File: src/inc/psq_regs.svh
// register addresses, field codes and reset values of the program sequencer
`ifndef PSQ_REGS_SVH
`define PSQ_REGS_SVH
// ****************************************
// phases and reset values
// ****************************************
`define PSQ_PH_T1 2'h0
`define PSQ_PH_T2 2'h1
`define PSQ_PH_T3 2'h2
`define PSQ_PH_T4 2'h3
`define PSQ_PC_RST 10'h000
`define PSQ_IRQ_VEC 10'h004
`define PSQ_LAST_PAGE 10'h300
`define PSQ_NOP 14'h0000
`define PSQ_STK_DEPTH 4
`define PSQ_STK_FULL 3'h4
// ****************************************
// internal register addresses
// ****************************************
`define PSQ_A_ACC 8'h05
`define PSQ_A_PCL 8'h06
`define PSQ_A_TBLP 8'h07
`define PSQ_A_TABLE_HIGH_BYTE 8'h08
`define PSQ_A_STATUS 8'h0A
// ****************************************
// status bits
// ****************************************
`define PSQ_F_C 0
`define PSQ_F_AC 1
`define PSQ_F_Z 2
`define PSQ_F_OV 3
// ****************************************
// instruction classes and codes
// ****************************************
`define PSQ_CL_MISC 2'h0
`define PSQ_CL_ALUA 2'h1
`define PSQ_CL_ALUM 2'h2
`define PSQ_CL_BR 2'h3
`define PSQ_MS_SYS 4'h0
`define PSQ_MS_TABC 4'h1
`define PSQ_MS_TABL 4'h2
`define PSQ_MS_MOVL 4'h3
`define PSQ_MS_MOVM 4'h4
`define PSQ_MS_SZ 4'h5
`define PSQ_MS_SNZ 4'h6
`define PSQ_MS_SIZ 4'h7
`define PSQ_MS_SDZ 4'h8
`define PSQ_SYS_RET 2'h1
`define PSQ_SYS_INTERRUPT_EXIT 2'h2
`define PSQ_DAA_LO 8'h06
`define PSQ_DAA_HI 9'h060
`define PSQ_BCD_MAX 4'h9
`endif

File: src/inc/psq_pkg.sv
// types shared by the program sequencer files
package psq_pkg;
  typedef logic [13:0] psq_word_t;
  typedef logic [9:0] psq_addr_t;
  typedef enum logic [3:0] {
    ALU_ADD, ALU_ADC, ALU_SUB, ALU_SBC, ALU_AND, ALU_OR, ALU_XOR, ALU_CPL,
    ALU_RR, ALU_RRC, ALU_RL, ALU_RLC, ALU_INC, ALU_DEC, ALU_DAA, ALU_MOV
  } psq_alu_e;
  typedef enum logic {CYC_NORMAL, CYC_TABLE} psq_cyc_e;
endpackage

File: src/psq_return_stack.sv
// four-level return address stack
`timescale 1ns/10ps
`include "psq_regs.svh"
module psq_return_stack
  import psq_pkg::*;
(
  input wire logic sys_clk_i,
  input wire logic rst_i,
  input wire logic push_i,
  input wire logic pop_i,
  input wire psq_addr_t push_data_i,
  output psq_addr_t top_data_o,
  output logic full_o
);
  psq_addr_t mem [0:`PSQ_STK_DEPTH-1];
  logic [1:0] sp_reg;
  logic [2:0] cnt_reg;

  assign top_data_o = mem[sp_reg - 2'h1];
  assign full_o = cnt_reg == `PSQ_STK_FULL;

  // pointer wraps on overflow, older entry lost
  always_ff @(posedge sys_clk_i) begin
    if (rst_i) begin
      sp_reg <= 2'h0;
      cnt_reg <= 3'h0;
    end else if (push_i) begin
      sp_reg <= sp_reg + 2'h1;
      cnt_reg <= full_o ? cnt_reg : cnt_reg + 3'h1;
    end else if (pop_i) begin
      sp_reg <= sp_reg - 2'h1;
      cnt_reg <= (cnt_reg != 3'h0) ? cnt_reg - 3'h1 : cnt_reg;
    end
  end

  always_ff @(posedge sys_clk_i) begin
    if (push_i) begin
      mem[sp_reg] <= push_data_i;
    end
  end
endmodule

File: src/psq_sequencer.sv
// four-phase fetch/execute sequencer with alu, table reads and return stack
`timescale 1ns/10ps
`include "psq_regs.svh"
module psq_sequencer
  import psq_pkg::*;
(
  input wire logic sys_clk_i,
  input wire logic rst_i,
  output psq_addr_t pmem_addr_o,
  input wire psq_word_t pmem_data_i,
  output logic [7:0] dmem_addr_o,
  output logic [7:0] dmem_wdata_o,
  output logic dmem_we_o,
  input wire logic [7:0] dmem_rdata_i,
  input wire logic irq_i,
  input wire logic int_enable_i,
  output logic int_ack_o,
  output logic [3:0] instruction_phase_clocks_o,
  output psq_addr_t pc_o,
  output logic [7:0] acc_o,
  output logic [3:0] status_o,
  output logic [5:0] table_high_byte_o,
  output logic stack_full_o
);
  // ****************************************
  // state
  // ****************************************
  logic [1:0] ph_reg;
  psq_addr_t pc_reg, pc_next, tbla_reg, tbla_next;
  psq_word_t ir_reg, ir_next, fet_reg, tbl_reg;
  psq_cyc_e cyc_reg, cyc_next;
  logic [7:0] acc_reg, opnd_reg, res_reg, res_next, tblp_reg;
  logic [3:0] st_reg, nfl_reg, nfl_next;
  logic [5:0] table_high_byte_reg;
  logic skip_reg, skip_next, pend_reg, insvc_reg, ack_reg;

  // ****************************************
  // decode
  // ****************************************
  wire [1:0] cls = ir_reg[13:12];
  // misc sub-code sits below the class bits so all nine codes are reachable
  wire [3:0] misc = ir_reg[11:8];
  wire [7:0] maddr = ir_reg[7:0];
  wire cyc_tab = cyc_reg == CYC_TABLE;
  wire is_misc = cls == `PSQ_CL_MISC;
  wire is_alu = (cls == `PSQ_CL_ALUA) || (cls == `PSQ_CL_ALUM);
  wire is_br = ~cyc_tab & (cls == `PSQ_CL_BR);
  wire is_call = is_br & ir_reg[10];
  wire is_sys = is_misc & (misc == `PSQ_MS_SYS);
  wire is_ret = ~cyc_tab & is_sys & (ir_reg[1:0] == `PSQ_SYS_RET);
  wire is_interrupt_exit = ~cyc_tab & is_sys & (ir_reg[1:0] == `PSQ_SYS_INTERRUPT_EXIT);
  wire is_tabc = is_misc & (misc == `PSQ_MS_TABC);
  wire is_tabl = is_misc & (misc == `PSQ_MS_TABL);
  wire is_tab = ~cyc_tab & (is_tabc | is_tabl);
  wire is_movl = is_misc & (misc == `PSQ_MS_MOVL);
  wire is_movm = is_misc & (misc == `PSQ_MS_MOVM);
  wire is_snz = is_misc & (misc == `PSQ_MS_SNZ);
  wire is_siz = is_misc & (misc == `PSQ_MS_SIZ);
  wire is_sdz = is_misc & (misc == `PSQ_MS_SDZ);
  wire is_skip = is_misc & ((misc == `PSQ_MS_SZ) | is_snz | is_siz | is_sdz);
  wire wr_acc = ~cyc_tab & ((cls == `PSQ_CL_ALUA) | is_movl);
  wire wr_mem = cyc_tab | ((cls == `PSQ_CL_ALUM) | is_movm | is_siz | is_sdz);
  wire at_t4 = ph_reg == `PSQ_PH_T4;

  // ****************************************
  // operand read, internal registers first
  // ****************************************
  wire [7:0] rd_data =
    (maddr == `PSQ_A_ACC) ? acc_reg :
    (maddr == `PSQ_A_PCL) ? pc_reg[7:0] :
    (maddr == `PSQ_A_TBLP) ? tblp_reg :
    (maddr == `PSQ_A_TABLE_HIGH_BYTE) ? {2'h0, table_high_byte_reg} :
    (maddr == `PSQ_A_STATUS) ? {4'h0, st_reg} :
    dmem_rdata_i;

  // ****************************************
  // alu
  // ****************************************
  psq_alu_e op;
  logic [7:0] alu_r;
  logic [3:0] alu_f, alu_m;
  wire st_c = st_reg[`PSQ_F_C];
  wire [7:0] add_b = ir_reg[9] ? ~opnd_reg : opnd_reg;
  wire add_ci = ir_reg[8] ? st_c : ir_reg[9];
  wire [8:0] sum = {1'b0, acc_reg} + {1'b0, add_b} + {8'h00, add_ci};
  wire [4:0] half = {1'b0, acc_reg[3:0]} + {1'b0, add_b[3:0]} + {4'h0, add_ci};
  wire add_ov = (acc_reg[7] == add_b[7]) & (sum[7] != acc_reg[7]);
  wire daa_lo = (acc_reg[3:0] > `PSQ_BCD_MAX) | st_reg[`PSQ_F_AC];
  wire [8:0] daa_t = {1'b0, acc_reg} + {1'b0, (daa_lo ? `PSQ_DAA_LO : 8'h00)};
  wire daa_hi = (daa_t[7:4] > `PSQ_BCD_MAX) | st_c | daa_t[8];
  wire [8:0] daa_s = daa_t + (daa_hi ? `PSQ_DAA_HI : 9'h000);
  wire [7:0] sk_r = is_siz ? opnd_reg + 8'h01 : is_sdz ? opnd_reg - 8'h01 : opnd_reg;
  wire sk_zero = sk_r == 8'h00;

  assign op = psq_alu_e'(ir_reg[11:8]);

  always_comb begin
    alu_r = opnd_reg;
    alu_f = 4'h0;
    alu_m = 4'h0;
    unique case (op)
      ALU_ADD, ALU_ADC, ALU_SUB, ALU_SBC: begin
        alu_r = sum[7:0];
        alu_f = {add_ov, sum[7:0] == 8'h00, half[4], sum[8]};
        alu_m = 4'hF;
      end
      ALU_AND: begin
        alu_r = acc_reg & opnd_reg;
        alu_f[`PSQ_F_Z] = alu_r == 8'h00;
        alu_m[`PSQ_F_Z] = 1'b1;
      end
      ALU_OR: begin
        alu_r = acc_reg | opnd_reg;
        alu_f[`PSQ_F_Z] = alu_r == 8'h00;
        alu_m[`PSQ_F_Z] = 1'b1;
      end
      ALU_XOR: begin
        alu_r = acc_reg ^ opnd_reg;
        alu_f[`PSQ_F_Z] = alu_r == 8'h00;
        alu_m[`PSQ_F_Z] = 1'b1;
      end
      ALU_CPL: begin
        alu_r = ~opnd_reg;
        alu_f[`PSQ_F_Z] = alu_r == 8'h00;
        alu_m[`PSQ_F_Z] = 1'b1;
      end
      ALU_RR: begin
        alu_r = {opnd_reg[0], opnd_reg[7:1]};
      end
      ALU_RRC: begin
        alu_r = {st_c, opnd_reg[7:1]};
        alu_f[`PSQ_F_C] = opnd_reg[0];
        alu_m[`PSQ_F_C] = 1'b1;
      end
      ALU_RL: begin
        alu_r = {opnd_reg[6:0], opnd_reg[7]};
      end
      ALU_RLC: begin
        alu_r = {opnd_reg[6:0], st_c};
        alu_f[`PSQ_F_C] = opnd_reg[7];
        alu_m[`PSQ_F_C] = 1'b1;
      end
      ALU_INC: begin
        alu_r = opnd_reg + 8'h01;
        alu_f[`PSQ_F_Z] = alu_r == 8'h00;
        alu_m[`PSQ_F_Z] = 1'b1;
      end
      ALU_DEC: begin
        alu_r = opnd_reg - 8'h01;
        alu_f[`PSQ_F_Z] = alu_r == 8'h00;
        alu_m[`PSQ_F_Z] = 1'b1;
      end
      ALU_DAA: begin
        alu_r = daa_s[7:0];
        alu_f[`PSQ_F_C] = daa_hi | daa_s[8];
        alu_m[`PSQ_F_C] = 1'b1;
      end
      ALU_MOV: begin
        alu_r = opnd_reg;
        alu_f[`PSQ_F_Z] = alu_r == 8'h00;
        alu_m[`PSQ_F_Z] = 1'b1;
      end
    endcase
  end

  // result at the end of T2, committed at T4
  assign res_next = cyc_tab ? tbl_reg[7:0] :
                    is_alu ? alu_r :
                    is_movl ? maddr :
                    is_movm ? acc_reg :
                    sk_r;
  assign nfl_next = is_alu ? ((st_reg & ~alu_m) | (alu_f & alu_m)) : st_reg;
  assign skip_next = ~cyc_tab & is_skip & (is_snz ? ~sk_zero : sk_zero);

  // ****************************************
  // flow control at the T4 edge
  // ****************************************
  psq_addr_t stk_top;
  logic stk_full;
  wire pcl_w = wr_mem & (maddr == `PSQ_A_PCL);
  wire skip_hit = skip_reg;
  wire plain = ~cyc_tab & ~is_tab & ~is_br & ~is_ret & ~is_interrupt_exit & ~pcl_w & ~skip_hit;
  wire take_int = pend_reg & int_enable_i & ~insvc_reg & ~stk_full & plain;
  wire flush = take_int | is_br | is_ret | is_interrupt_exit | pcl_w | skip_hit;
  wire stk_push = at_t4 & (is_call | take_int);
  wire stk_pop = at_t4 & (is_ret | is_interrupt_exit);
  wire psq_addr_t pc_inc = pc_reg + 10'h001;

  assign pc_next = cyc_tab ? pc_inc :
                   take_int ? `PSQ_IRQ_VEC :
                   is_br ? ir_reg[9:0] :
                   (is_ret | is_interrupt_exit) ? stk_top :
                   pcl_w ? {pc_reg[9:8], res_reg} :
                   is_tab ? pc_reg :
                   pc_inc;
  // dummy cycle after any change of flow
  assign ir_next = cyc_tab ? fet_reg :
                   flush ? `PSQ_NOP :
                   is_tab ? ir_reg :
                   fet_reg;
  assign cyc_next = is_tab ? CYC_TABLE : CYC_NORMAL;
  assign tbla_next = is_tabl ? (`PSQ_LAST_PAGE | {2'h0, tblp_reg}) :
                     {pc_reg[9:8], tblp_reg};

  psq_return_stack i_psq_return_stack (
    .sys_clk_i(sys_clk_i),
    .rst_i(rst_i),
    .push_i(stk_push),
    .pop_i(stk_pop),
    .push_data_i(pc_reg),
    .top_data_o(stk_top),
    .full_o(stk_full)
  );

  // ****************************************
  // phase counter and pipeline registers
  // ****************************************
  always_ff @(posedge sys_clk_i) begin
    if (rst_i) begin
      ph_reg <= `PSQ_PH_T1;
    end else begin
      ph_reg <= ph_reg + 2'h1;
    end
  end

  always_ff @(posedge sys_clk_i) begin
    if (rst_i) begin
      fet_reg <= `PSQ_NOP;
      tbl_reg <= `PSQ_NOP;
      opnd_reg <= 8'h00;
    end else if (ph_reg == `PSQ_PH_T1) begin
      if (cyc_tab) begin
        tbl_reg <= pmem_data_i;
      end else begin
        fet_reg <= pmem_data_i;
      end
      opnd_reg <= rd_data;
    end
  end

  always_ff @(posedge sys_clk_i) begin
    if (rst_i) begin
      res_reg <= 8'h00;
      nfl_reg <= 4'h0;
      skip_reg <= 1'b0;
    end else if (ph_reg == `PSQ_PH_T2) begin
      res_reg <= res_next;
      nfl_reg <= nfl_next;
      skip_reg <= skip_next;
    end
  end

  always_ff @(posedge sys_clk_i) begin
    if (rst_i) begin
      pc_reg <= `PSQ_PC_RST;
      ir_reg <= `PSQ_NOP;
      cyc_reg <= CYC_NORMAL;
      tbla_reg <= `PSQ_PC_RST;
    end else if (at_t4) begin
      pc_reg <= pc_next;
      ir_reg <= ir_next;
      cyc_reg <= cyc_next;
      tbla_reg <= tbla_next;
    end
  end

  // ****************************************
  // architectural registers
  // ****************************************
  wire wr_int = at_t4 & wr_mem;

  always_ff @(posedge sys_clk_i) begin
    if (rst_i) begin
      acc_reg <= 8'h00;
      st_reg <= 4'h0;
      tblp_reg <= 8'h00;
      table_high_byte_reg <= 6'h00;
    end else if (at_t4) begin
      if (wr_acc | (wr_int & (maddr == `PSQ_A_ACC))) begin
        acc_reg <= res_reg;
      end
      if (wr_int & (maddr == `PSQ_A_STATUS)) begin
        st_reg <= res_reg[3:0];
      end else if (~cyc_tab & is_alu) begin
        st_reg <= nfl_reg;
      end
      if (wr_int & (maddr == `PSQ_A_TBLP)) begin
        tblp_reg <= res_reg;
      end
      if (cyc_tab) begin
        table_high_byte_reg <= tbl_reg[13:8];
      end
    end
  end

  // ****************************************
  // interrupt request latch
  // ****************************************
  always_ff @(posedge sys_clk_i) begin
    if (rst_i) begin
      pend_reg <= 1'b0;
      insvc_reg <= 1'b0;
      ack_reg <= 1'b0;
    end else begin
      pend_reg <= irq_i | (pend_reg & ~(at_t4 & take_int));
      ack_reg <= at_t4 & take_int;
      if (at_t4 & take_int) begin
        insvc_reg <= 1'b1;
      end else if (at_t4 & is_interrupt_exit) begin
        insvc_reg <= 1'b0;
      end
    end
  end

  // ****************************************
  // outputs
  // ****************************************
  assign pmem_addr_o = cyc_tab ? tbla_reg : pc_reg;
  assign dmem_addr_o = maddr;
  assign dmem_wdata_o = res_reg;
  assign dmem_we_o = at_t4 & wr_mem;
  assign instruction_phase_clocks_o = 4'h1 << ph_reg;
  assign int_ack_o = ack_reg;
  assign pc_o = pc_reg;
  assign acc_o = acc_reg;
  assign status_o = st_reg;
  assign table_high_byte_o = table_high_byte_reg;
  assign stack_full_o = stk_full;
endmodule

File: config.mk
export PLATFORM = sky130hd
export DESIGN_NAME = psq_sequencer
export DESIGN_NICKNAME = d
export VERILOG_FILES = /design/src/inc/psq_pkg.sv /design/src/psq_return_stack.sv /design/src/psq_sequencer.sv
export VERILOG_INCLUDE_DIRS = /design/src /design/src/inc
export SDC_FILE = /design/constraint.sdc
export NUM_CORES = 1
export LEC_CHECK = 0
export BUFFER_PORTS_ARGS = -buffer_cell sky130_fd_sc_hd__buf_2
export CAP_MARGIN = 20
export CORE_AREA = 2 2 135 137
export DETAILED_ROUTE_END_ITERATION = 7
export DIE_AREA = 0 0 137 139
export HOLD_SLACK_MARGIN = 0.03
export PLACE_DENSITY = 0.79
export SLEW_MARGIN = 15
export SYNTH_ARGS = -nofsm -noshare
export SYNTH_HDL_FRONTEND = slang
export SYNTH_HIERARCHICAL = 1
export SYNTH_SLANG_ARGS = --single-unit
export TNS_END_PERCENT = 100
File: constraint.sdc
create_clock -name sys_clk_i -period 5.65 [get_ports sys_clk_i]
set_input_delay 0.565 -clock sys_clk_i [delete_from_list [all_inputs] [get_ports sys_clk_i]]
set_output_delay 0.565 -clock sys_clk_i [all_outputs]
set_load 0.02 [all_outputs]
==> flow_summary.ini <==
[run_status]
status = completed

[clocking]
post_cts_buffers = 0
postCtsResizedCells = 0
cts_tree = built
clk_latency_ns = 0.43
htreeDepth = 4
cts_sinks = 160
cts_root_buf = clkbuf_16
ctsLongestPathBuffers = 2
cts_hold_buf = 0
clk_pin_slew_ns = 0.07
cts_made_buffers = 17

[detailed_routing]
vias = 10100
drt_wl_total_mm = 35.2
drt_iter0_drc = 1205
wl_per_cell_um = 23.8
drtPass1Iterations = 6
ant_nets = 0
viasPerCell = 6.80
drcViolationCount = 0

[final_layout]
largest_reg_flops = 40
post-route-util_pct = 64.6
fin_cells = 1478
top_register = i_psq_return_stack/mem
nets = 1311
syn_to_final_growth_pct = 9.31
antenna_cells = 0
drive_above_1_share_pct = 14.7

[floorplanning]
ios = 87
die-area_mm2 = 0.0190
dieWidth_um = 137
core_mm2 = 0.0177
dieHeight_um = 139
row_count = 49
start_util_pct = 59.1

[power]
ir_drop_mv = 0.197
p_leak_uw = 0.00430
power_density_mw_per_mm2 = 240
power_uw = 2740

[grt]
globalRouteTotalUtil_pct = 37.2
grt-ovfl-total = 0
grt_max_degree = 90
grt_antenna_before_repair = 0
grt_pass1_vias = 9323
grt_pass1_wl_mm = 54.2

[yosys]
synth_edf_count = 40
synth.cell_area_mm2 = 0.0104
ys.flop_type = dfxtp_1
synth_fp_nets = 1286
synth_seq_cells = 160
seq_area_frac_synth_pct = 34.5
yosysWarnings = 6
synthArstFlopShare_pct = 0
syn_avg_cell_area_um2 = 8.61
yosysUniqueCellTypes = 90
syn_inst = 1211

[worst_setup_path]
crit_cells = 20
worst_path_most_repeated_cell = inv_1
worst-path-max-fanout = 13
path_buf_inv = 3
worst-setup-path-type = reg2reg
r2r_cells = 20
path_cells = o21ai_0 -> nand2b_1 -> ha_1 -> inv_1 -> fa_1 -> and3b_1 -> nand3_1 -> o21ai_0 -> a21oi_1 -> inv_1 -> ha_1 -> inv_1 -> fa_1 -> nor2_1 -> a21oi_1 -> nor2_1 -> a221oi_1 -> o21ai_1 -> a2111oi_0 -> a31oi_1
r2r-start = acc_o[3]$_SDFFE_PP0P_
startpoint_type = flop
crit_arrival_ns = 4.77
worstSetupStartpoint = acc_o[3]$_SDFFE_PP0P_
worstSetupEndpoint = dmem_wdata_o[6]$_SDFFE_PP0P_
r2r_slack_ns = 1.18
crit_slowest_cell = dfxtp_1
critPathRequiredTime_ns = 5.95
end_kind = flop
crit_family = compound AO/OA/AOI/OAI gates
slowest_delay_ns = 0.63
timing.rr.end = dmem_wdata_o[6]$_SDFFE_PP0P_

[timing]
finalMaxSlewViolations = 0
finalCritPeriodShare_pct = 79.2
tightest_slew_ns = 1.10
fmax_mhz = 224
finalSetupViolCount = 0
relSlewSlack_pct = 26.7
rsz0062_at_grt = no
period_needed_ns = 4.47
fin_tns_setup_ns = 0
finalHoldViolations = 0
fin_worst_skew_ns = 0.00868

[min_path]
min_path_type = in2reg

[placement]
hpwl_mm = 24.8
gp_congestion = 0.983
port_buffers = 86
placed_cells = 1445

[flow_run]
drv_cap = 0
[power breakdown]
part	switching [µW]	internal, µW
Combinational	232	131
Clock	511	618
Sequential	52.7	1200
Total	795	1940
[cell families (layout without fill, tap and decap cells)]
family          count (synthesis)  count (layout)  synth area share (%)
fa+ha+maj                      49              49                  6.24
simple gates                  435             435                  20.8
mux                            70              70                  8.47
compound gates                312             312                  20.5
buf+inv                       146             184                  6.10
flops                         160             160                  34.5
xor+xnor                       39              39                  3.35
[layout make-up]
cell class	count	area [µm²]
fillers	1472	6250
multi-input cells	905	6190
flip-flops and latches	160	3610
repair buffers	104	568
clock buffers	17	425
well taps	229	287
inverters	48	180
clock inverters	15	145
[metrics by stage]
step	setup WS (ns)	hold slack, ns	area [µm²]
floorplan	1.54	0.431	10400
global placement	1.36	0.443	10800
detailed placement	1.24	0.447	10800
CTS	1.21	0.365	11400
global route	0.752	0.384	11400
finish	1.18	0.358	11400
[worst min-delay path: stages]
cell and delay [ns]:
buf_2 0.09, a21oi_1 0.04, nor2_1 0.07
[placed cells by master, fill, tap and decap left out, drive strengths merged, types with 18 or more instances in the layout]
cell type	count
a211oi	18
a21oi	102
buf	104
dfxtp	120
edfxtp	40
ha	44
inv	52
mux2i	44
nand2	132
nand2b	22
nand3	42
nor2	111
nor3	22
o21ai	44
o221ai	18
xnor2	24
[synthesized netlist by cell type (9+ instances only)]
cell type    n  area, µm²
a211oi_1    18        135
a21oi_1    100        500
a221oi_1    10       87.6
a22o_1      16        140
a311oi_1    12        105
a31oi_1     10       62.6
and2_1      10       62.6
and3_1       9       56.3
buf_2       23        115
buf_4       14        105
clkbuf_1    52        195
dfxtp_1    120       2400
edfxtp_1    40       1200
ha_1        44        551
inv_1       45        169
mux2_2      12        135
mux2i_1     44        440
mux4_2      13        293
nand2_1    131        492
nand2b_1    21        131
nand3_1     42        210
nand4_1     11       68.8
nor2_1     110        413
nor2b_1     17        106
nor3_1      22        110
nor4_1      10       62.6
o21ai_0     40        200
o221ai_1    18        158
o22ai_1     10       62.6
xnor2_1     23        201
xor2_1      15        131
[worst min path at each step]
stage / to / depth (start not counted) / slack, ns / start
6_report: pend_reg$_SDFF_PP0_ / 3 / 0.36 / irq_i
5_1_grt: tbl_reg[9]$_SDFFE_PP0P_ / 3 / 0.38 / pmem_data_i[9]
4_1_cts: pend_reg$_SDFF_PP0_ / 3 / 0.36 / irq_i
3_5_place_dp: fet_reg[2]$_SDFFE_PP0P_ / 2 / 0.45 / fet_reg[2]$_SDFFE_PP0P_
3_3_place_gp: fet_reg[3]$_SDFFE_PP0P_ / 2 / 0.44 / fet_reg[3]$_SDFFE_PP0P_
2_1_floorplan: tbl_reg[0]$_SDFFE_PP0P_ / 2 / 0.43 / tbl_reg[0]$_SDFFE_PP0P_
[layer usage]
metal / routed length (µm) / vias to the layer above / GRT usage [%]
met4: 2150 / 0 / 20.7
met2: 15300 / 694 / 54.4
li1: - / 4492 / -
met5: 0 / - / 0
met1: 14000 / 4717 / 51.5
met3: 3730 / 153 / 6.98
(Power assumes the default switching activity.)
